--- src/inc/ref_ctrl_regs.svh ---
// Register offsets, field positions and reset values of the reference control block.
// Assumes inclusion by bare name from the design file.
`ifndef REF_CTRL_REGS_SVH
`define REF_CTRL_REGS_SVH

`define REF_CTRL_OFFSET      12'h000
`define REF_SIDEBAND_OFFSET  12'h004
`define REF_CTRL_RESET       8'h00
`define REF_POWER_BIT        7
`define REF_PIN_BIT          6
`define REF_RANGE_BIT        5
`define REF_SOURCE_BIT       4
`define REF_LEVEL_MSB        3
`define REF_LEVEL_LSB        0
`define REF_CMP_INTERNAL     3'h6
`define REF_PIN_DIR_BIT      0
`define REF_ROUTE_BIT        1
`define REF_CMP_SEL_BIT      2

`endif

--- src/inc/ref_ctrl_pkg.sv ---
// Types shared by the reference control block.
// Includes no header; only the design file pulls in the register header.
package ref_ctrl_pkg;
  typedef enum logic [1:0] {
    RESP_OKAY   = 2'b00,
    RESP_SLVERR = 2'b10
  } axi_resp_t;
  typedef logic [7:0] ref_ctrl_t;
endpackage

--- src/design/comparator_reference_control.sv ---
// Control register and output logic for the resistor-ladder comparator reference.
// Assumes an AXI4-Lite master on aclk and asynchronous pin direction and mode inputs.
// How it works
// - The four-bit level code picks one of sixteen taps in either range.
// - Range select 1 picks the low range, code over 24 of the span.
// - Range select 0 picks the high range, a quarter span plus code over 32 of the span.
// - Bit 7 powers the ladder on when set and down when cleared.
// - Bit 6 routes the reference to the shared analog pin when set.
// - The pin is connected only when direction bit and pin enable are both set.
// - Bit 4 picks the external reference pins when 1 and the analog rails when 0.
// - Bits 3 to 0 hold the level code and drive the tap select directly.
// - Reset clears the whole control register to zero.
// - Wake from sleep leaves the register unchanged since only reset clears it.
// - Reference controls are never gated by comparator mode bits.
// - The comparators take the internal reference only when their field equals 110.
`timescale 1ns/1ps
`default_nettype none
`include "ref_ctrl_regs.svh"

module comparator_reference_control (
  input  wire logic                   aclk,
  input  wire logic                   aresetn,
  input  wire logic [11:0]            s_axi_awaddr,
  input  wire logic                   s_axi_awvalid,
  output logic                        s_axi_awready,
  input  wire logic [31:0]            s_axi_wdata,
  input  wire logic [3:0]             s_axi_wstrb,
  input  wire logic                   s_axi_wvalid,
  output logic                        s_axi_wready,
  output ref_ctrl_pkg::axi_resp_t     s_axi_bresp,
  output logic                        s_axi_bvalid,
  input  wire logic                   s_axi_bready,
  input  wire logic [11:0]            s_axi_araddr,
  input  wire logic                   s_axi_arvalid,
  output logic                        s_axi_arready,
  output logic [31:0]                 s_axi_rdata,
  output ref_ctrl_pkg::axi_resp_t     s_axi_rresp,
  output logic                        s_axi_rvalid,
  input  wire logic                   s_axi_rready,
  input  wire logic                   port_f_direction,
  input  wire logic [2:0]             comparator_config_field,
  output logic                        ref_power_on,
  output logic                        ref_pin_drive_enable,
  output logic                        ref_range_select,
  output logic                        ref_source_select,
  output logic [3:0]                  ref_level_code,
  output logic                        ref_pin_route,
  output logic                        cmp_internal_ref_sel
);
  import ref_ctrl_pkg::*;

  ref_ctrl_t   reference_control_ff;
  logic        aw_held_ff;
  logic [11:0] aw_addr_ff;
  logic        w_held_ff;
  logic [31:0] w_data_ff;
  logic        w_strb0_ff;
  logic        bvalid_ff;
  axi_resp_t   bresp_ff;
  logic        rvalid_ff;
  logic [31:0] rdata_ff;
  axi_resp_t   rresp_ff;
  logic        dir_meta_ff;
  logic        dir_sync_ff;
  logic [2:0]  cmp_meta_ff;
  logic [2:0]  cmp_sync_ff;
  logic        route_ff;
  logic        cmp_sel_ff;

  // Word decode used for both the write and the read side.
  function automatic logic [1:0] decode_addr(input logic [11:0] addr);
    logic [1:0] hit;
    hit = 2'b00;
    if (addr[11:2] == `REF_CTRL_OFFSET >> 2) begin
      hit = 2'b01;
    end else if (addr[11:2] == `REF_SIDEBAND_OFFSET >> 2) begin
      hit = 2'b10;
    end
    return hit;
  endfunction

  wire        aw_take     = s_axi_awvalid && s_axi_awready;
  wire        w_take      = s_axi_wvalid && s_axi_wready;
  wire        aw_have     = aw_held_ff || aw_take;
  wire        w_have      = w_held_ff || w_take;
  wire        wr_fire     = aw_have && w_have && !bvalid_ff;
  wire [11:0] wr_addr     = aw_held_ff ? aw_addr_ff : s_axi_awaddr;
  wire [31:0] wr_data     = w_held_ff ? w_data_ff : s_axi_wdata;
  wire        wr_strb0    = w_held_ff ? w_strb0_ff : s_axi_wstrb[0];
  wire [1:0]  wr_hit      = decode_addr(wr_addr);
  wire        ctrl_write  = wr_fire && wr_hit[0] && wr_strb0;
  wire        ar_take     = s_axi_arvalid && s_axi_arready;
  wire [1:0]  rd_hit      = decode_addr(s_axi_araddr);
  wire [31:0] side_word   = {29'h0000_0000, cmp_sel_ff, route_ff, dir_sync_ff};
  wire [31:0] rd_word     = rd_hit[0] ? {24'h00_0000, reference_control_ff} :
                            rd_hit[1] ? side_word : 32'h0000_0000;
  wire        nxt_route   = dir_sync_ff && reference_control_ff[`REF_PIN_BIT];
  wire        nxt_cmp_sel = cmp_sync_ff == `REF_CMP_INTERNAL;

  assign s_axi_awready = !aw_held_ff && !bvalid_ff;
  assign s_axi_wready  = !w_held_ff && !bvalid_ff;
  assign s_axi_bvalid  = bvalid_ff;
  assign s_axi_bresp   = bresp_ff;
  assign s_axi_arready = !rvalid_ff;
  assign s_axi_rvalid  = rvalid_ff;
  assign s_axi_rdata   = rdata_ff;
  assign s_axi_rresp   = rresp_ff;

  // Ladder controls come straight from the register, never gated by comparator mode.
  assign ref_power_on         = reference_control_ff[`REF_POWER_BIT];
  assign ref_pin_drive_enable = reference_control_ff[`REF_PIN_BIT];
  assign ref_range_select     = reference_control_ff[`REF_RANGE_BIT];
  assign ref_source_select    = reference_control_ff[`REF_SOURCE_BIT];
  assign ref_level_code       =
    reference_control_ff[`REF_LEVEL_MSB:`REF_LEVEL_LSB];
  assign ref_pin_route        = route_ff;
  assign cmp_internal_ref_sel = cmp_sel_ff;

  // Only reset clears the register; sleep and wake do not touch it.
  always_ff @(posedge aclk) begin
    if (!aresetn) begin
      reference_control_ff <= `REF_CTRL_RESET;
    end else if (ctrl_write) begin
      reference_control_ff <= wr_data[7:0];
    end
  end

  always_ff @(posedge aclk) begin
    if (!aresetn) begin
      dir_meta_ff <= 1'b0;
      dir_sync_ff <= 1'b0;
      cmp_meta_ff <= 3'h0;
      cmp_sync_ff <= 3'h0;
      route_ff    <= 1'b0;
      cmp_sel_ff  <= 1'b0;
    end else begin
      dir_meta_ff <= port_f_direction;
      dir_sync_ff <= dir_meta_ff;
      cmp_meta_ff <= comparator_config_field;
      cmp_sync_ff <= cmp_meta_ff;
      route_ff    <= nxt_route;
      cmp_sel_ff  <= nxt_cmp_sel;
    end
  end

  always_ff @(posedge aclk) begin
    if (!aresetn) begin
      aw_held_ff <= 1'b0;
      aw_addr_ff <= 12'h000;
      w_held_ff  <= 1'b0;
      w_data_ff  <= 32'h0000_0000;
      w_strb0_ff <= 1'b0;
      bvalid_ff  <= 1'b0;
      bresp_ff   <= RESP_OKAY;
    end else begin
      if (wr_fire) begin
        aw_held_ff <= 1'b0;
        w_held_ff  <= 1'b0;
        bvalid_ff  <= 1'b1;
        bresp_ff   <= (wr_hit != 2'b00) ? RESP_OKAY : RESP_SLVERR;
      end else begin
        if (aw_take) begin
          aw_held_ff <= 1'b1;
          aw_addr_ff <= s_axi_awaddr;
        end
        if (w_take) begin
          w_held_ff  <= 1'b1;
          w_data_ff  <= s_axi_wdata;
          w_strb0_ff <= s_axi_wstrb[0];
        end
        if (bvalid_ff && s_axi_bready) begin
          bvalid_ff <= 1'b0;
        end
      end
    end
  end

  always_ff @(posedge aclk) begin
    if (!aresetn) begin
      rvalid_ff <= 1'b0;
      rdata_ff  <= 32'h0000_0000;
      rresp_ff  <= RESP_OKAY;
    end else if (ar_take) begin
      rvalid_ff <= 1'b1;
      rdata_ff  <= rd_word;
      rresp_ff  <= (rd_hit != 2'b00) ? RESP_OKAY : RESP_SLVERR;
    end else if (rvalid_ff && s_axi_rready) begin
      rvalid_ff <= 1'b0;
    end
  end

  // Register contents and the ladder controls that follow them.
  chk_write_reaches_outputs: assert property (@(posedge aclk) disable iff (!aresetn)
    ctrl_write |=> {ref_power_on, ref_pin_drive_enable, ref_range_select,
                    ref_source_select, ref_level_code} == $past(wr_data[7:0]))
    else $error("Control write did not reach the ladder outputs.");
  chk_reset_clears_ctrl: assert property (@(posedge aclk)
    !aresetn |=> reference_control_ff == 8'h00)
    else $error("Reset did not clear the control register.");
  chk_reset_outputs: assert property (@(posedge aclk)
    !aresetn |=> !ref_pin_route && !cmp_internal_ref_sel && !s_axi_bvalid && !s_axi_rvalid)
    else $error("Reset left a routed pin or a pending bus answer.");
  chk_hold_without_write: assert property (@(posedge aclk) disable iff (!aresetn)
    !ctrl_write |=> $stable(reference_control_ff))
    else $error("Control register changed without a write.");
  chk_strobe_ignored: assert property (@(posedge aclk) disable iff (!aresetn)
    wr_fire && !wr_strb0 |=> $stable(reference_control_ff))
    else $error("Write without the low byte strobe changed the register.");
  chk_level_code_bits: assert property (@(posedge aclk) disable iff (!aresetn)
    ref_level_code == reference_control_ff[3:0] && ref_range_select == reference_control_ff[5])
    else $error("Tap code or range does not follow the register.");

  // Pin routing and comparator selection.
  chk_pin_route_gate: assert property (@(posedge aclk) disable iff (!aresetn)
    ref_pin_route |-> $past(dir_sync_ff) && $past(ref_pin_drive_enable))
    else $error("Pin routed without direction and enable both set.");
  chk_pin_route_drop: assert property (@(posedge aclk) disable iff (!aresetn)
    !ref_pin_drive_enable |=> !ref_pin_route)
    else $error("Pin still routed after the enable bit cleared.");
  chk_pin_route_follow: assert property (@(posedge aclk) disable iff (!aresetn)
    (port_f_direction && ref_pin_drive_enable && !ctrl_write)[*4] |-> ref_pin_route)
    else $error("Pin not routed after direction and enable settled.");
  chk_cmp_mode_select: assert property (@(posedge aclk) disable iff (!aresetn)
    (comparator_config_field == 3'h6)[*3] |=> cmp_internal_ref_sel)
    else $error("Internal reference not selected in mode 110.");
  chk_cmp_mode_other: assert property (@(posedge aclk) disable iff (!aresetn)
    (comparator_config_field != 3'h6)[*3] |=> !cmp_internal_ref_sel)
    else $error("Internal reference selected outside mode 110.");
  chk_power_independent: assert property (@(posedge aclk) disable iff (!aresetn)
    ($changed(cmp_sync_ff) && !$past(ctrl_write)) |-> $stable(ref_power_on))
    else $error("Power bit moved with comparator mode.");
  chk_fields_independent: assert property (@(posedge aclk) disable iff (!aresetn)
    ($changed(cmp_sync_ff) && !$past(ctrl_write)) |-> $stable(ref_level_code) &&
      $stable(ref_range_select) && $stable(ref_source_select) && $stable(ref_pin_drive_enable))
    else $error("Ladder fields moved with comparator mode.");

  // Write channel handshake.
  chk_write_answer: assert property (@(posedge aclk) disable iff (!aresetn)
    wr_fire |=> s_axi_bvalid)
    else $error("Write response missing one cycle after the write.");
  chk_bvalid_holds: assert property (@(posedge aclk) disable iff (!aresetn)
    s_axi_bvalid && !s_axi_bready |=> s_axi_bvalid && $stable(s_axi_bresp))
    else $error("Write response dropped or changed before it was taken.");
  chk_bvalid_drops: assert property (@(posedge aclk) disable iff (!aresetn)
    s_axi_bvalid && s_axi_bready |=> !s_axi_bvalid)
    else $error("Write response still valid after it was taken.");
  chk_aw_w_blocked: assert property (@(posedge aclk) disable iff (!aresetn)
    s_axi_bvalid |-> !s_axi_awready && !s_axi_wready)
    else $error("Write channel ready while a response is pending.");
  chk_write_ctrl_okay: assert property (@(posedge aclk) disable iff (!aresetn)
    wr_fire && wr_hit[0] |=> s_axi_bresp == RESP_OKAY)
    else $error("Control write not answered with an okay response.");
  chk_write_unmapped: assert property (@(posedge aclk) disable iff (!aresetn)
    wr_fire && wr_hit == 2'b00 |=> s_axi_bresp == RESP_SLVERR && $stable(reference_control_ff))
    else $error("Unmapped write not refused.");

  // Read channel handshake.
  chk_read_answer: assert property (@(posedge aclk) disable iff (!aresetn)
    ar_take |=> s_axi_rvalid)
    else $error("Read data missing one cycle after the address.");
  chk_rvalid_holds: assert property (@(posedge aclk) disable iff (!aresetn)
    s_axi_rvalid && !s_axi_rready |=> s_axi_rvalid && $stable(s_axi_rdata))
    else $error("Read data dropped or changed before it was taken.");
  chk_rresp_stable: assert property (@(posedge aclk) disable iff (!aresetn)
    s_axi_rvalid && !s_axi_rready |=> $stable(s_axi_rresp))
    else $error("Read response changed before it was taken.");
  chk_rvalid_drops: assert property (@(posedge aclk) disable iff (!aresetn)
    s_axi_rvalid && s_axi_rready |=> !s_axi_rvalid)
    else $error("Read data still valid after it was taken.");
  chk_ar_blocked: assert property (@(posedge aclk) disable iff (!aresetn)
    s_axi_rvalid |-> !s_axi_arready)
    else $error("Read address ready while read data is pending.");
  chk_read_ctrl_data: assert property (@(posedge aclk) disable iff (!aresetn)
    ar_take && rd_hit[0] |=> s_axi_rdata == {24'h00_0000, $past(reference_control_ff)})
    else $error("Control read returned the wrong value.");
  chk_read_unmapped: assert property (@(posedge aclk) disable iff (!aresetn)
    ar_take && rd_hit == 2'b00 |=> s_axi_rresp == RESP_SLVERR && s_axi_rdata == 32'h0000_0000)
    else $error("Unmapped read not refused with zero data.");

endmodule
`default_nettype wire

--- config.mk ---
export PLATFORM = sky130hd
export DESIGN_NAME = comparator_reference_control
export DESIGN_NICKNAME = d
export VERILOG_FILES = /design/src/inc/ref_ctrl_pkg.sv /design/src/design/comparator_reference_control.sv
export VERILOG_INCLUDE_DIRS = /design/src /design/src/inc
export SDC_FILE = /design/constraint.sdc
export NUM_CORES = 1
export LEC_CHECK = 0
export BUFFER_PORTS_ARGS = -buffer_cell sky130_fd_sc_hd__buf_4
export CORE_AREA = 2 2 72 74
export CTS_CLUSTER_SIZE = 24
export DETAILED_ROUTE_END_ITERATION = 8
export DIE_AREA = 0 0 74 76
export PLACE_DENSITY = 0.95
export SYNTH_ARGS = -nofsm -noshare
export SYNTH_HDL_FRONTEND = slang
export SYNTH_SLANG_ARGS = --single-unit
--- constraint.sdc ---
create_clock -name aclk -period 5.2 [get_ports aclk]
set_input_delay 1.56 -clock aclk [delete_from_list [all_inputs] [get_ports aclk]]
set_output_delay 1.56 -clock aclk [all_outputs]
set_load 0.02 [all_outputs]
==> results.sh <==
export IMPL_yosysMostFrequentCell="dfxtp_1"
export IMPL_drt_iter0_drc=88
export IMPL_cts_clk_slew_worst_paths_ns=0.09
export IMPL_syn2layout_area_growth_pct=23.4
export IMPL_die_area_um2=5620
export IMPL_wl_per_cell_um=12.6
export IMPL_ys_seq_area_share_pct=44.7
export IMPL_dpl_cell_count=351
export IMPL_yosysTopAreaCell="dfxtp_1"
export IMPL_yosysUniqueCellTypes=33
export IMPL_synth_edf_count=0
export IMPL_ant_nets=0
export IMPL_viasPerCell=4.74
export IMPL_status="complete, no violations"
export IMPL_totalWireLength_um=4540
export IMPL_dp_hpwl_um=3470
export IMPL_period_minus_slack_ns=2.83
export IMPL_ys_warn_count=0
export IMPL_num_vias=1703
export IMPL_netlist_area_um2=2280
export IMPL_rsz0062_at_grt="no"
export IMPL_postCtsHoldBufs=0
export IMPL_synth_seq_cells=51
export IMPL_fmax_mhz=354
export IMPL_startpoint_type="flip-flop"
export IMPL_cts_root_buf="clkbuf_8"
export IMPL_fin_area_um2=2820
export IMPL_worstPathCellList="nor2_1, buf_4"
export IMPL_multi_input_area_um2=1080
export IMPL_fin_skew_ns=0.00607
export IMPL_endpoint_kind="primary output"
export IMPL_grt_max_degree=32
export IMPL_power_per_cell_area_nw_per_um2=307
export IMPL_dr_wl_met3_um=243
export IMPL_ys_flop_type="dfxtp_1"
export IMPL_synthCells=228
export IMPL_drive_gt1_share_pct=31.1
export IMPL_max_slew_worst_pin_slew_ns=0.952
export IMPL_portBuffers=64
export IMPL_drv_cap=0
export IMPL_htreeDepth=2
export IMPL_coreArea_um2=4910
export IMPL_initial_core_util_pct=46.5
export IMPL_cp_data_arrival_time_ns=1.27
export IMPL_postCtsSetupRepairBufs=0
export IMPL_drc=0
export IMPL_synth_area_top_cells="dfxtp_1 (45%), mux2i_1 (12%), buf_4 (8.5%), nor2_1 (5.6%), or2b_2 (2.7%)"
export IMPL_seq_area_um2=1020
export IMPL_n_fill_cell=410
export IMPL_worstPathRequired_ns=3.64
export IMPL_nets=359
export IMPL_grt_pass1_wl_um=7310
export IMPL_die_x_um=74
export IMPL_clock_latency_ns=0.30
export IMPL_path_max_fanout=21
export IMPL_track_usage_pct=16.2
export IMPL_row_count=26
export IMPL_slew_headroom_pct=36.5
export IMPL_min_path_type="reg2reg"
export IMPL_slew_violations=0
export IMPL_slowest_delay_ns=0.70
export IMPL_dr_pass1_iters=4
export IMPL_synthArstFlopShare_pct=0
export IMPL_place_congestion=0.771
export IMPL_numCtsBuffers=5
export IMPL_routed_wl_met2_um=2270
export IMPL_overflow=0
export IMPL_insertedDiodeCount=0
export IMPL_syn_avg_cell_area_um2=10.0
export IMPL_fin_cells=359
export IMPL_post_route_period_util_pct=54.3
export IMPL_synth_common_cells="dfxtp_1 (51), nor2_1 (34), mux2i_1 (28)"
export IMPL_top_layer="met4"
export IMPL_die_height_um=76
export IMPL_critPathSlowestCell="dfxtp_1"
export IMPL_ir_drop_mv=0.190
export IMPL_ios=122
export IMPL_met1_length_um=1960
export IMPL_finalSetupViolations=0
export IMPL_synthDominantCellAreaShare_pct=44.7
export IMPL_place_area_um2=2690
export IMPL_clockBufferDepth=2
export IMPL_tns_ns=0
export IMPL_finalHoldViolCount=0
export IMPL_criticalPathCategory="reg2out"
export IMPL_tritoncts="done"
export IMPL_leakagePower_uw=0.00136
export IMPL_cts_sinks=51
export IMPL_cts_resized=0
export IMPL_antenna_found_initial=0
export IMPL_grt_pass1_vias=1598
## sequential cells by signal, summed over array words and instances (netlist names)
register / count
aw_addr_ff: 10
reference_control_ff: 8
s_axi_rdata: 8
w_data_ff: 8
cmp_meta_ff: 3
cmp_sync_ff: 3
aw_held_ff: 1
cmp_internal_ref_sel: 1
dir_meta_ff: 1
dir_sync_ff: 1
ref_pin_route: 1
s_axi_bresp: 1
s_axi_bvalid: 1
s_axi_rresp: 1
s_axi_rvalid: 1
w_held_ff: 1
w_strb0_ff: 1
## per-stage QoR
step | hold slack (ns) | setup slack [ns] | util (%) | power (µW)
6_report | 0.441 | 2.37 | 57.4 | 865
4_1_cts | 0.441 | 2.38 | 57.4 | 871
3_3_place_gp | 0.415 | 2.09 | 54.7 | 552
5_1_grt | 0.476 | 2.24 | 57.4 | 899
2_1_floorplan | 0.412 | 2.29 | - | 527
3_5_place_dp | 0.427 | 2.06 | 54.7 | 557
## cells by family (layout without fill, tap and decap cells)
family          count (synthesis)  count (layout)  synth area share, %
buf+inv                        40              76                 12.1
flops                          51              51                 44.7
other cells                     1              26                0.164
mux                            32              32                 14.2
simple gates                   81              81                 20.9
compound gates                 23              23                 7.95
## path summary, 6_finish.rpt
check	from	end	slack (ns)	depth (start not counted)
worst max-delay path	w_held_ff	s_axi_wready	2.37	2
worst min-delay path	dir_meta_ff	dir_sync_ff	0.44	1
worst max register to register	w_held_ff	aw_addr_ff[2]	3.31	4
worst min register to register	dir_meta_ff	dir_sync_ff	0.44	1
## cell usage in the layout (no fill, tap or decap), types with 2 or more instances in the layout
| cell | netlist | routed |
|---|---|---|
| a211oi_1 | 2 | 2 |
| nor2_1 | 34 | 34 |
| nor4_4 | 2 | 2 |
| and2_1 | 8 | 8 |
| a22oi_1 | 8 | 8 |
| buf_4 | 26 | 64 |
| or4_1 | 2 | 2 |
| nor3_1 | 3 | 3 |
| or2b_2 | 7 | 7 |
| or4_4 | 2 | 2 |
| bufinv_16 | 0 | 2 |
| conb_1 | 1 | 26 |
| a21oi_1 | 4 | 4 |
| or3_1 | 2 | 2 |
| dfxtp_1 | 51 | 51 |
| o211ai_1 | 8 | 8 |
| clkbuf_8 | 1 | 5 |
| mux2_2 | 4 | 4 |
| nand3b_1 | 2 | 2 |
| nand2_1 | 11 | 11 |
| mux2i_1 | 28 | 28 |
| inv_1 | 4 | 4 |
## where the power goes
group | switching, µW | internal, µW | total, µW
combinational | 70.2 | 58.4 | 129
sequential | 14.0 | 406 | 420
clock | 124 | 192 | 316
## worst max-delay path, delay by kind of cell (launching register included)
family	cells	cell delay (ns)
DFF	1	0.70
buffers and inverters	1	0.18
and+or+nand+nor	1	0.09
## area by class of cell
class | count | area share, %
Multi-Input combinational cell | 162 | 38.4
Sequential cell | 51 | 36.2
Timing Repair Buffer | 64 | 17.1
Tap cell | 70 | 3.11
Clock buffer | 6 | 2.58
Clock inverter | 2 | 2.13
Inverter | 4 | 0.533
## metal layers
layer,track usage (%),up-vias
li1,-,848
met1,21.6,788
met2,26.1,59
met3,2.25,8
met4,6.18,0
met5,0,-
No activity file was read; power rests on OpenSTA's default activity.
